[config.mk]
export PLATFORM = sky130hd
export DESIGN_NAME = bccd_boot_clock_config_decode
export DESIGN_NICKNAME = d
export VERILOG_FILES = /design/src/hdl/bccd_pkg.sv /design/src/hdl/bccd_pb_divider.sv /design/src/hdl/bccd_boot_clock_config_decode.sv
export SDC_FILE = /design/constraint.sdc
export NUM_CORES = 1
export LEC_CHECK = 0
export BUFFER_PORTS_ARGS = -buffer_cell sky130_fd_sc_hd__buf_2
export CAP_MARGIN = 10
export CORE_ASPECT_RATIO = 1.4
export CORE_MARGIN = 3
export CORE_UTILIZATION = 44
export DETAILED_ROUTE_END_ITERATION = 8
export PLACE_DENSITY = 0.88
export SLEW_MARGIN = 20
export SYNTH_ARGS = -nofsm -noshare
export SYNTH_HDL_FRONTEND = slang
export SYNTH_SLANG_ARGS = --single-unit
[constraint.sdc]
create_clock -name clock -period 1.8 [get_ports clock]
set_clock_uncertainty 0.15 [all_clocks]
set_input_delay 0.27 -clock clock [delete_from_list [all_inputs] [get_ports clock]]
set_output_delay 0.27 -clock clock [all_outputs]
set_load 0.02 [all_outputs]
[src/hdl/bccd_pkg.sv]
// Purpose: Constants for the start-up clock configuration decoder
// Assumes: One 25 MHz clock, asynchronous active-low reset
// Notes: Field positions of the configuration word and register offsets
package bccd_pkg;
  localparam int CLK_HZ = 25000000;
  localparam logic [3:0] OFS_CFG_WORD = 4'h0;
  localparam logic [3:0] OFS_DECODED = 4'h4;
  localparam logic [3:0] OFS_PB_DIV = 4'h8;
  localparam int POS_SWMON = 14;
  localparam int POS_PBDIV = 12;
  localparam int POS_RSV11 = 11;
  localparam int POS_CLKOUT_DIS = 10;
  localparam int POS_MOSC_MODE = 8;
  localparam int POS_TWO_SPEED = 7;
  localparam int POS_RSV6 = 6;
  localparam int POS_AUX_EN = 5;
  localparam int POS_RSV3 = 3;
  localparam int POS_INIT_OSC = 0;
  localparam logic [31:0] CFG_WORD_RESET = 32'hFFFFFFFF;
  localparam logic [2:0] PB_CNT_RESET = 3'h0;
  typedef enum logic [1:0] {
    BCCD_MOSC_DRIVEN = 2'b00,
    BCCD_MOSC_MEDIUM = 2'b01,
    BCCD_MOSC_HIGH = 2'b10,
    BCCD_MOSC_OFF = 2'b11
  } bccd_mosc_t;
  typedef enum logic [2:0] {
    BCCD_OSC_FAST_RC = 3'b000,
    BCCD_OSC_FRC_DIVN_PLL = 3'b001,
    BCCD_OSC_MAIN = 3'b010,
    BCCD_OSC_MAIN_PLL = 3'b011,
    BCCD_OSC_AUX = 3'b100,
    BCCD_OSC_LOW_POWER_RC = 3'b101,
    BCCD_OSC_FRC_DIV16 = 3'b110,
    BCCD_OSC_FRC_DIVN = 3'b111
  } bccd_osc_t;
endpackage

[src/hdl/bccd_pb_divider.sv]
// Purpose: Peripheral bus clock enable divider (1, 2, 4, 8)
// Assumes: Divisor code is stable after start-up
// Notes: Emits a one-cycle enable pulse per peripheral bus tick
module bccd_pb_divider (
  input wire logic clock,
  input wire logic reset_n,
  input wire logic [1:0] pbus_divisor_default,
  output logic pb_tick
);
  logic [2:0] count;
  logic [2:0] next_count;
  logic [2:0] last;
  logic next_tick;

  always_comb begin
    // Four bits so that divide by 8 does not wrap before the subtraction
    last = 3'((4'h1 << pbus_divisor_default) - 4'h1);
    if (count >= last) begin
      next_count = 3'h0;
      next_tick = 1'b1;
    end else begin
      next_count = 3'(count + 3'h1);
      next_tick = 1'b0;
    end
  end

  always_ff @(posedge clock or negedge reset_n) begin
    if (!reset_n) begin
      count <= bccd_pkg::PB_CNT_RESET;
      pb_tick <= 1'b0;
    end else begin
      count <= next_count;
      pb_tick <= next_tick;
    end
  end
endmodule

[src/hdl/bccd_boot_clock_config_decode.sv]
// Purpose: Decodes clock fields of the boot configuration word
// Assumes: Configuration word is presented stable around reset release
// Notes: Word captured at first edge after reset release, then held
// Overview of operation
// - Bits 15-14 select switching and fail-safe monitor
// - Bits 13-12 give bus divisor 1,2,4,8
// - Bit 10 clear drives clock out, if mode allows
// - Bits 9-8 select main oscillator mode
// - Bit 7 enables two-speed start-up
// - Bit 5 enables auxiliary crystal oscillator
// - Codes 000-011 select fast RC or main
// - Codes 100-111 select aux, LOW_POWER_RC_OSC, divided RC
module bccd_boot_clock_config_decode (
  input wire logic clock,
  input wire logic reset_n,
  input wire logic [31:0] config_word_in,
  input wire logic [3:0] reg_addr,
  input wire logic [31:0] reg_wdata,
  input wire logic reg_write,
  input wire logic reg_read,
  output logic [31:0] reg_rdata,
  output logic clock_switch_enable,
  output logic fail_safe_monitor_enable,
  output logic [1:0] pbus_divisor_default,
  output logic peripheral_bus_clock_en,
  output logic clock_out_function,
  output logic [1:0] main_osc_mode,
  output logic two_speed_startup,
  output logic aux_osc_enable,
  output logic [2:0] initial_osc_choice,
  output logic reserved_bits_ok,
  output logic osc_config_conflict
);
  logic captured;
  logic next_captured;
  logic [31:0] cfg;
  logic [31:0] next_cfg;
  logic [31:0] next_rdata;
  logic next_sw;
  logic next_fsm;
  logic next_clock_out_function;
  logic next_res_ok;
  logic next_conflict;
  logic pb_tick;
  logic [1:0] next_pbdiv;
  logic [1:0] next_mode;
  logic next_two;
  logic next_aux;
  logic [2:0] next_osc;
  logic next_pb_en;

  // Strap capture after release, never under async reset
  always_comb begin
    next_captured = 1'b1;
    next_cfg = captured ? cfg : config_word_in;
  end

  always_comb begin
    next_sw = ~next_cfg[bccd_pkg::POS_SWMON + 1];
    next_fsm = ~next_cfg[bccd_pkg::POS_SWMON + 1] & ~next_cfg[bccd_pkg::POS_SWMON];
    // Clock out only when no crystal uses the pin
    next_clock_out_function = ~next_cfg[bccd_pkg::POS_CLKOUT_DIS] &
      ((next_cfg[bccd_pkg::POS_MOSC_MODE +: 2] == bccd_pkg::BCCD_MOSC_OFF) |
       (next_cfg[bccd_pkg::POS_MOSC_MODE +: 2] == bccd_pkg::BCCD_MOSC_DRIVEN));
    // Flag reserved bits all programmed to one
    next_res_ok = next_cfg[bccd_pkg::POS_RSV11] & next_cfg[bccd_pkg::POS_RSV6] &
      (&next_cfg[bccd_pkg::POS_RSV3 +: 2]);
    // Flag main oscillator off while selected as source
    next_conflict = (next_cfg[bccd_pkg::POS_MOSC_MODE +: 2] == bccd_pkg::BCCD_MOSC_OFF) &&
      ((next_cfg[bccd_pkg::POS_INIT_OSC +: 3] == bccd_pkg::BCCD_OSC_MAIN) ||
       (next_cfg[bccd_pkg::POS_INIT_OSC +: 3] == bccd_pkg::BCCD_OSC_MAIN_PLL));
    next_pbdiv = next_cfg[bccd_pkg::POS_PBDIV +: 2];
    next_mode = next_cfg[bccd_pkg::POS_MOSC_MODE +: 2];
    next_two = next_cfg[bccd_pkg::POS_TWO_SPEED];
    next_aux = next_cfg[bccd_pkg::POS_AUX_EN];
    next_osc = next_cfg[bccd_pkg::POS_INIT_OSC +: 3];
    // Ticks stay off until the divisor code is the captured one
    next_pb_en = pb_tick & captured;
  end

  // Writes are ignored: the word is read-only after start-up
  always_comb begin
    next_rdata = 32'h00000000;
    if (reg_read) begin
      case (reg_addr)
        bccd_pkg::OFS_CFG_WORD: next_rdata = cfg;
        bccd_pkg::OFS_DECODED: next_rdata = {22'h0, osc_config_conflict,
          reserved_bits_ok, clock_out_function, fail_safe_monitor_enable,
          clock_switch_enable, captured, 4'h0};
        bccd_pkg::OFS_PB_DIV: next_rdata = {30'h0, pbus_divisor_default};
        default: next_rdata = 32'h00000000;
      endcase
    end
  end

  always_ff @(posedge clock or negedge reset_n) begin
    if (!reset_n) begin
      captured <= 1'b0;
      cfg <= bccd_pkg::CFG_WORD_RESET;
      reg_rdata <= 32'h00000000;
      clock_switch_enable <= 1'b0;
      fail_safe_monitor_enable <= 1'b0;
      pbus_divisor_default <= 2'h0;
      clock_out_function <= 1'b0;
      // Main oscillator off until the word is known
      main_osc_mode <= bccd_pkg::BCCD_MOSC_OFF;
      two_speed_startup <= 1'b0;
      aux_osc_enable <= 1'b0;
      initial_osc_choice <= 3'h0;
      reserved_bits_ok <= 1'b0;
      osc_config_conflict <= 1'b0;
      peripheral_bus_clock_en <= 1'b0;
    end else begin
      captured <= next_captured;
      cfg <= next_cfg;
      reg_rdata <= next_rdata;
      clock_switch_enable <= next_sw;
      fail_safe_monitor_enable <= next_fsm;
      pbus_divisor_default <= next_pbdiv;
      clock_out_function <= next_clock_out_function;
      main_osc_mode <= next_mode;
      two_speed_startup <= next_two;
      aux_osc_enable <= next_aux;
      initial_osc_choice <= next_osc;
      reserved_bits_ok <= next_res_ok;
      osc_config_conflict <= next_conflict;
      peripheral_bus_clock_en <= next_pb_en;
    end
  end

  // Bus tick divided from the system clock
  bccd_pb_divider u_pb_div (
    .clock(clock),
    .reset_n(reset_n),
    .pbus_divisor_default(pbus_divisor_default),
    .pb_tick(pb_tick)
  );

  // Decode checks apply from the second edge after release
  chk_swmon_decode: assert property (@(posedge clock) disable iff (!reset_n)
    captured |-> fail_safe_monitor_enable == (cfg[15:14] == 2'b00) &&
      clock_switch_enable == !cfg[15])
    else $error("switch and monitor decode wrong");
  chk_monitor_switch: assert property (@(posedge clock) disable iff (!reset_n)
    fail_safe_monitor_enable |-> clock_switch_enable)
    else $error("monitor on without clock switching");

  chk_pbdiv_field: assert property (@(posedge clock) disable iff (!reset_n)
    captured |-> pbus_divisor_default == cfg[13:12])
    else $error("divisor field wrong");
  chk_pb_tick_div1: assert property (@(posedge clock) disable iff (!reset_n)
    captured && peripheral_bus_clock_en && pbus_divisor_default == 2'b00
    |=> peripheral_bus_clock_en)
    else $error("divide by 1 tick missing");
  chk_pb_tick_div2: assert property (@(posedge clock) disable iff (!reset_n)
    $rose(peripheral_bus_clock_en) && captured && pbus_divisor_default == 2'b01
    |=> !peripheral_bus_clock_en ##1 peripheral_bus_clock_en)
    else $error("divide by 2 spacing wrong");
  chk_pb_tick_div4: assert property (@(posedge clock) disable iff (!reset_n)
    $rose(peripheral_bus_clock_en) && captured && pbus_divisor_default == 2'b10
    |=> !peripheral_bus_clock_en [*3] ##1 peripheral_bus_clock_en)
    else $error("divide by 4 spacing wrong");
  chk_pb_tick_gap: assert property (@(posedge clock) disable iff (!reset_n)
    $rose(peripheral_bus_clock_en) && captured && pbus_divisor_default == 2'b11
    |=> !peripheral_bus_clock_en [*7] ##1 peripheral_bus_clock_en)
    else $error("divide by 8 spacing wrong");
  chk_pb_tick_single: assert property (@(posedge clock) disable iff (!reset_n)
    captured && peripheral_bus_clock_en && pbus_divisor_default != 2'b00
    |=> !peripheral_bus_clock_en)
    else $error("bus tick longer than one cycle");

  chk_reserved_ones: assert property (@(posedge clock) disable iff (!reset_n)
    captured |-> reserved_bits_ok == (cfg[11] && cfg[6] && cfg[4:3] == 2'b11))
    else $error("reserved check wrong");
  chk_clock_out: assert property (@(posedge clock) disable iff (!reset_n)
    captured && (cfg[9:8] == 2'b01 || cfg[9:8] == 2'b10 || cfg[10]) |-> !clock_out_function)
    else $error("clock out enabled wrongly");
  chk_clock_out_on: assert property (@(posedge clock) disable iff (!reset_n)
    captured && !cfg[10] && (cfg[9:8] == 2'b11 || cfg[9:8] == 2'b00)
    |-> clock_out_function)
    else $error("clock out missing");
  chk_mosc_mode: assert property (@(posedge clock) disable iff (!reset_n)
    captured |-> main_osc_mode == cfg[9:8])
    else $error("main osc mode wrong");
  chk_two_speed: assert property (@(posedge clock) disable iff (!reset_n)
    captured |-> two_speed_startup == cfg[7])
    else $error("two-speed wrong");
  chk_aux_enable: assert property (@(posedge clock) disable iff (!reset_n)
    captured |-> aux_osc_enable == cfg[5])
    else $error("aux enable wrong");
  chk_osc_choice: assert property (@(posedge clock) disable iff (!reset_n)
    captured |-> initial_osc_choice == cfg[2:0])
    else $error("osc choice wrong");
  chk_osc_upper: assert property (@(posedge clock) disable iff (!reset_n)
    captured && cfg[2] |-> initial_osc_choice[2] && initial_osc_choice[1:0] == cfg[1:0])
    else $error("upper osc choice wrong");
  chk_conflict_flag: assert property (@(posedge clock) disable iff (!reset_n)
    captured && cfg[9:8] == 2'b11 && cfg[2:1] == 2'b01 |-> osc_config_conflict)
    else $error("conflict not flagged");
  chk_conflict_clear: assert property (@(posedge clock) disable iff (!reset_n)
    captured && !(cfg[9:8] == 2'b11 && cfg[2:1] == 2'b01) |-> !osc_config_conflict)
    else $error("conflict flagged wrongly");

  chk_held_stable: assert property (@(posedge clock) disable iff (!reset_n)
    captured |=> $stable(cfg) && $stable(initial_osc_choice))
    else $error("config changed after capture");
  chk_outputs_held: assert property (@(posedge clock) disable iff (!reset_n)
    captured |=> $stable(main_osc_mode) && $stable(pbus_divisor_default) &&
      $stable(clock_out_function))
    else $error("decoded outputs changed after capture");
  chk_read_word: assert property (@(posedge clock) disable iff (!reset_n)
    captured && reg_read && reg_addr == bccd_pkg::OFS_CFG_WORD |=> reg_rdata == cfg)
    else $error("word readback wrong");

  // Read data stands for one cycle only
  chk_read_idle: assert property (@(posedge clock) disable iff (!reset_n)
    !reg_read |=> reg_rdata == 32'h00000000)
    else $error("read data without a read");
  chk_read_unmapped: assert property (@(posedge clock) disable iff (!reset_n)
    reg_read && reg_addr != bccd_pkg::OFS_CFG_WORD && reg_addr != bccd_pkg::OFS_DECODED &&
      reg_addr != bccd_pkg::OFS_PB_DIV |=> reg_rdata == 32'h00000000)
    else $error("unmapped read not zero");
endmodule

==> flow_summary.yaml <==
setup_path:
  critical_path.n_buffers_inverters: 0
  critPathSlowestCell: "sky130_fd_sc_hd__dfrtp_1"
  dominant_delay_contributor_by_cell_family_on_the_critical_path: "simple AND/OR/NAND/NOR gates"
  worstPathCellList: "or2_2, ha_1, nand2b_1, a311oi_1"
  worstSetupPathType: "register to register"
  worst_ep_required_time_ps: 1890
  crit_path_max_incr_delay_ps: 380
  worst_setup_path_end_kind: "register"
  timing.critical_path.arrival_ps: 1760
  critical_path_peak_fanout: 4
  crit_path_start_kind: "register"
global_routing:
  antenna_found_initial: 0
  maximum_number_of_pins_on_one_net_before_global_route_repair: 51
  first_pass_grt_wire_length_um: 9604
  gr_ovfl_total: 0
  global_route_total_usage_across_every_layer: 0.1531
  number_of_global_route_vias_before_repair: 2037
routing:
  vias: 1830
  routed_wl_um: 5805
  postRouteAntennaNets: 0
  highest_layer: "met4"
  met3_length_um: 281
  met2WireLength_um: 3082
  first_pass_iters: 4
  drc_errors: 0
  avgRoutedWirePerCell_um: 14.77
  viasPerCell: 4.656
  wl_met1_um: 2311
  detailedRoute.firstIterationViolations: 68
die:
  boundaryPins: 119
  fp.dieArea_um2: 8226
  die_span_x_um: 77.52
  placementRows: 35
  coreArea_um2: 6744
  initial_core_util: 0.4672
  fp.dieH_um: 106.1
placed_design:
  gpl.final_weighted_congestion: 0.7275
  place_area_um2: 3677
  hpwl_um: 4002
  portBuffers: 85
synthesis:
  area_of_the_mapped_netlist_um2: 3151
  yosysUniqueCellTypes: 25
  synth-seq-area-share: 0.6640
  synth_area_per_cell_um2: 16.32
  yosysWarningCount: 0
  postSynthCellCount: 193
  syn_nets: 270
  postSynthRegisterBits: 82
hold_path:
  hold_crit_class: "primary input to register"
layout:
  final_core_utilization: 0.6004
  layout_common_cells: "sky130_fd_sc_hd__buf_2 (84), sky130_fd_sc_hd__dfrtp_1 (50), sky130_fd_sc_hd__mux2_2 (32), sky130_fd_sc_hd__dfstp_2 (32), sky130_fd_sc_hd__nor3b_2 (24)"
  post-route-cell-area_um2: 4049
  post_route_cells_drive_above_1_share: 0.6645
  syn_to_final_growth_pct: 28.51
  layout.cells.most_common: "sky130_fd_sc_hd__buf_2"
  antenna_cells_inserted: 0
  total_number_of_nets_in_the_final_design: 373
sta:
  final_hold_viol_count: 0
  fmax_ghz: 0.5980
  rsz0062_at_grt: "no"
  slew_headroom: 0.6542
  post-route-period-util: 0.9291
  worst-slew-pin-transition_ps: 518.7
  number_of_slew_limit_violations_in_the_final_report: 0
  final.setup.tns_ps: 0
  layout_min_cycle_time_ps: 1672
  finalSetupViolCount: 0
clock_network:
  clock_tree.htree_level_count: 3
  clk_root_buffer_cell: "sky130_fd_sc_hd__clkbuf_8"
  cts_tree: "yes"
  postCtsResizedCells: 0
  cts.reportedPaths.clkPinSlew_ps: 80
  sink_count_of_the_clock_tree: 82
  tritoncts_buffers: 9
  ctsLongestPathBuffers: 2
  clk_latency_ps: 340
  cts_setup_buffers: 0
status:
  run_status: "complete, no violations"
pwr:
  power_density_nw_per_um2: 1074
  leakagePower_nw: 1.944
  max-vdd-ir-drop_mv: 0.6628
run:
  drv.max_cap_violation_count: 0
==> logic make-up (layout without fill, tap and decap cells) <==
| kind of cell | after synthesis | after routing | share of synthesized area |
|---|---|---|---|
| adder cells (fa/ha/maj) | 5 | 5 | 0.01986 |
| multiplexers | 40 | 40 | 0.1398 |
| buffers and inverters | 17 | 125 | 0.03177 |
| XOR/XNOR | 1 | 1 | 0.002780 |
| AO/OA/AOI/OAI | 5 | 5 | 0.01351 |
| flip-flops | 82 | 82 | 0.6640 |
| other | 1 | 1 | 0.001190 |
| AND/OR/NAND/NOR | 42 | 42 | 0.1271 |
==> sequential cells by signal, indices dropped and copies added, names as in the netlist, 2 cells and up <==
name                  flops
initial_osc_choice        3
pbus_divisor_default      2
cfg                      31
reg_rdata                32
u_pb_div.count            3
==> where the power goes <==
group / total, mW / switching, mW / internal (mW)
Clock: 1.60 / 0.641 / 0.961
Combinational: 0.623 / 0.318 / 0.305
Sequential: 2.12 / 0.0715 / 2.05
==> timing repair <==
item / CTS / global route
endpoints found under the hold margin: 28 / 0
hold buffers: 12 / 0
endpoints found under the setup margin: 0 / 0
==> synthesized netlist by cell type <==
library cell               number  area share
sky130_fd_sc_hd__a21o_1         1      0.0024
sky130_fd_sc_hd__a311oi_1       3      0.0083
sky130_fd_sc_hd__a31o_2         1      0.0028
sky130_fd_sc_hd__and2_1         1      0.0020
sky130_fd_sc_hd__and4_1         1      0.0028
sky130_fd_sc_hd__buf_1          2      0.0024
sky130_fd_sc_hd__buf_2          5      0.0079
sky130_fd_sc_hd__buf_4          2      0.0048
sky130_fd_sc_hd__buf_6          3       0.011
sky130_fd_sc_hd__conb_1         1      0.0012
sky130_fd_sc_hd__dfrtp_1       50        0.40
sky130_fd_sc_hd__dfstp_2       32        0.27
sky130_fd_sc_hd__ha_1           5       0.020
sky130_fd_sc_hd__inv_1          5      0.0060
sky130_fd_sc_hd__mux2_2        32        0.11
sky130_fd_sc_hd__mux2i_1        8       0.025
sky130_fd_sc_hd__nand2_1        1      0.0012
sky130_fd_sc_hd__nand2b_1       1      0.0020
sky130_fd_sc_hd__nor2_1        10       0.012
sky130_fd_sc_hd__nor3b_1        1      0.0024
sky130_fd_sc_hd__nor3b_2       24       0.095
sky130_fd_sc_hd__or2_2          1      0.0020
sky130_fd_sc_hd__or4b_2         1      0.0032
sky130_fd_sc_hd__or4b_4         1      0.0044
sky130_fd_sc_hd__xnor2_1        1      0.0028
==> cell type report <==
type | instances | area, um^2
clock buffer | 10 | 137.6
clock inverter | 6 | 113.9
fill | 561 | 2695
inverter | 5 | 18.77
multi-input combinational | 94 | 958.4
sequential | 82 | 2092
tap | 92 | 115.1
timing repair buffer | 104 | 613.1
==> worst paths after layout <==
check | start | to | slack [ps] | cells past startpoint
max | pbus_divisor_default[0] | u_pb_div.count[1] | 130 | 4
min | config_word_in[28] | cfg[28] | 20 | 2
max reg2reg | pbus_divisor_default[0] | u_pb_div.count[1] | 130 | 4
min reg2reg | u_pb_div.pb_tick | peripheral_bus_clock_en | 310 | 1
max in group asynchronous | reset_n | cfg[15] | 610 | 3
min in group asynchronous | reset_n | reg_rdata[18] | 240 | 2
==> routing by layer <==
metal | global-route usage | up-vias
li1 | - | 863
met1 | 0.1788 | 892
met2 | 0.2608 | 65
met3 | 0.04153 | 10
met4 | 0.06997 | 0
met5 | 0 | -
==> per-stage QoR <==
| stage | setup slack, ps | power [mW] | hold WS (ps) | std cells |
|---|---|---|---|---|
| detailed placement | 120.0 | 2.774 | 82.03 | 365 |
| global route | 22.85 | 4.563 | 1.579 | 393 |
| CTS | 112.7 | 4.407 | 0.05279 | 393 |
| finish | 127.6 | 4.349 | 16.74 | 393 |
| floorplan | 14.43 | 2.556 | -175.6 | 193 |
| global placement | 141.9 | 2.736 | 81.95 | 365 |
No activity file was read; power rests on OpenSTA's default activity.
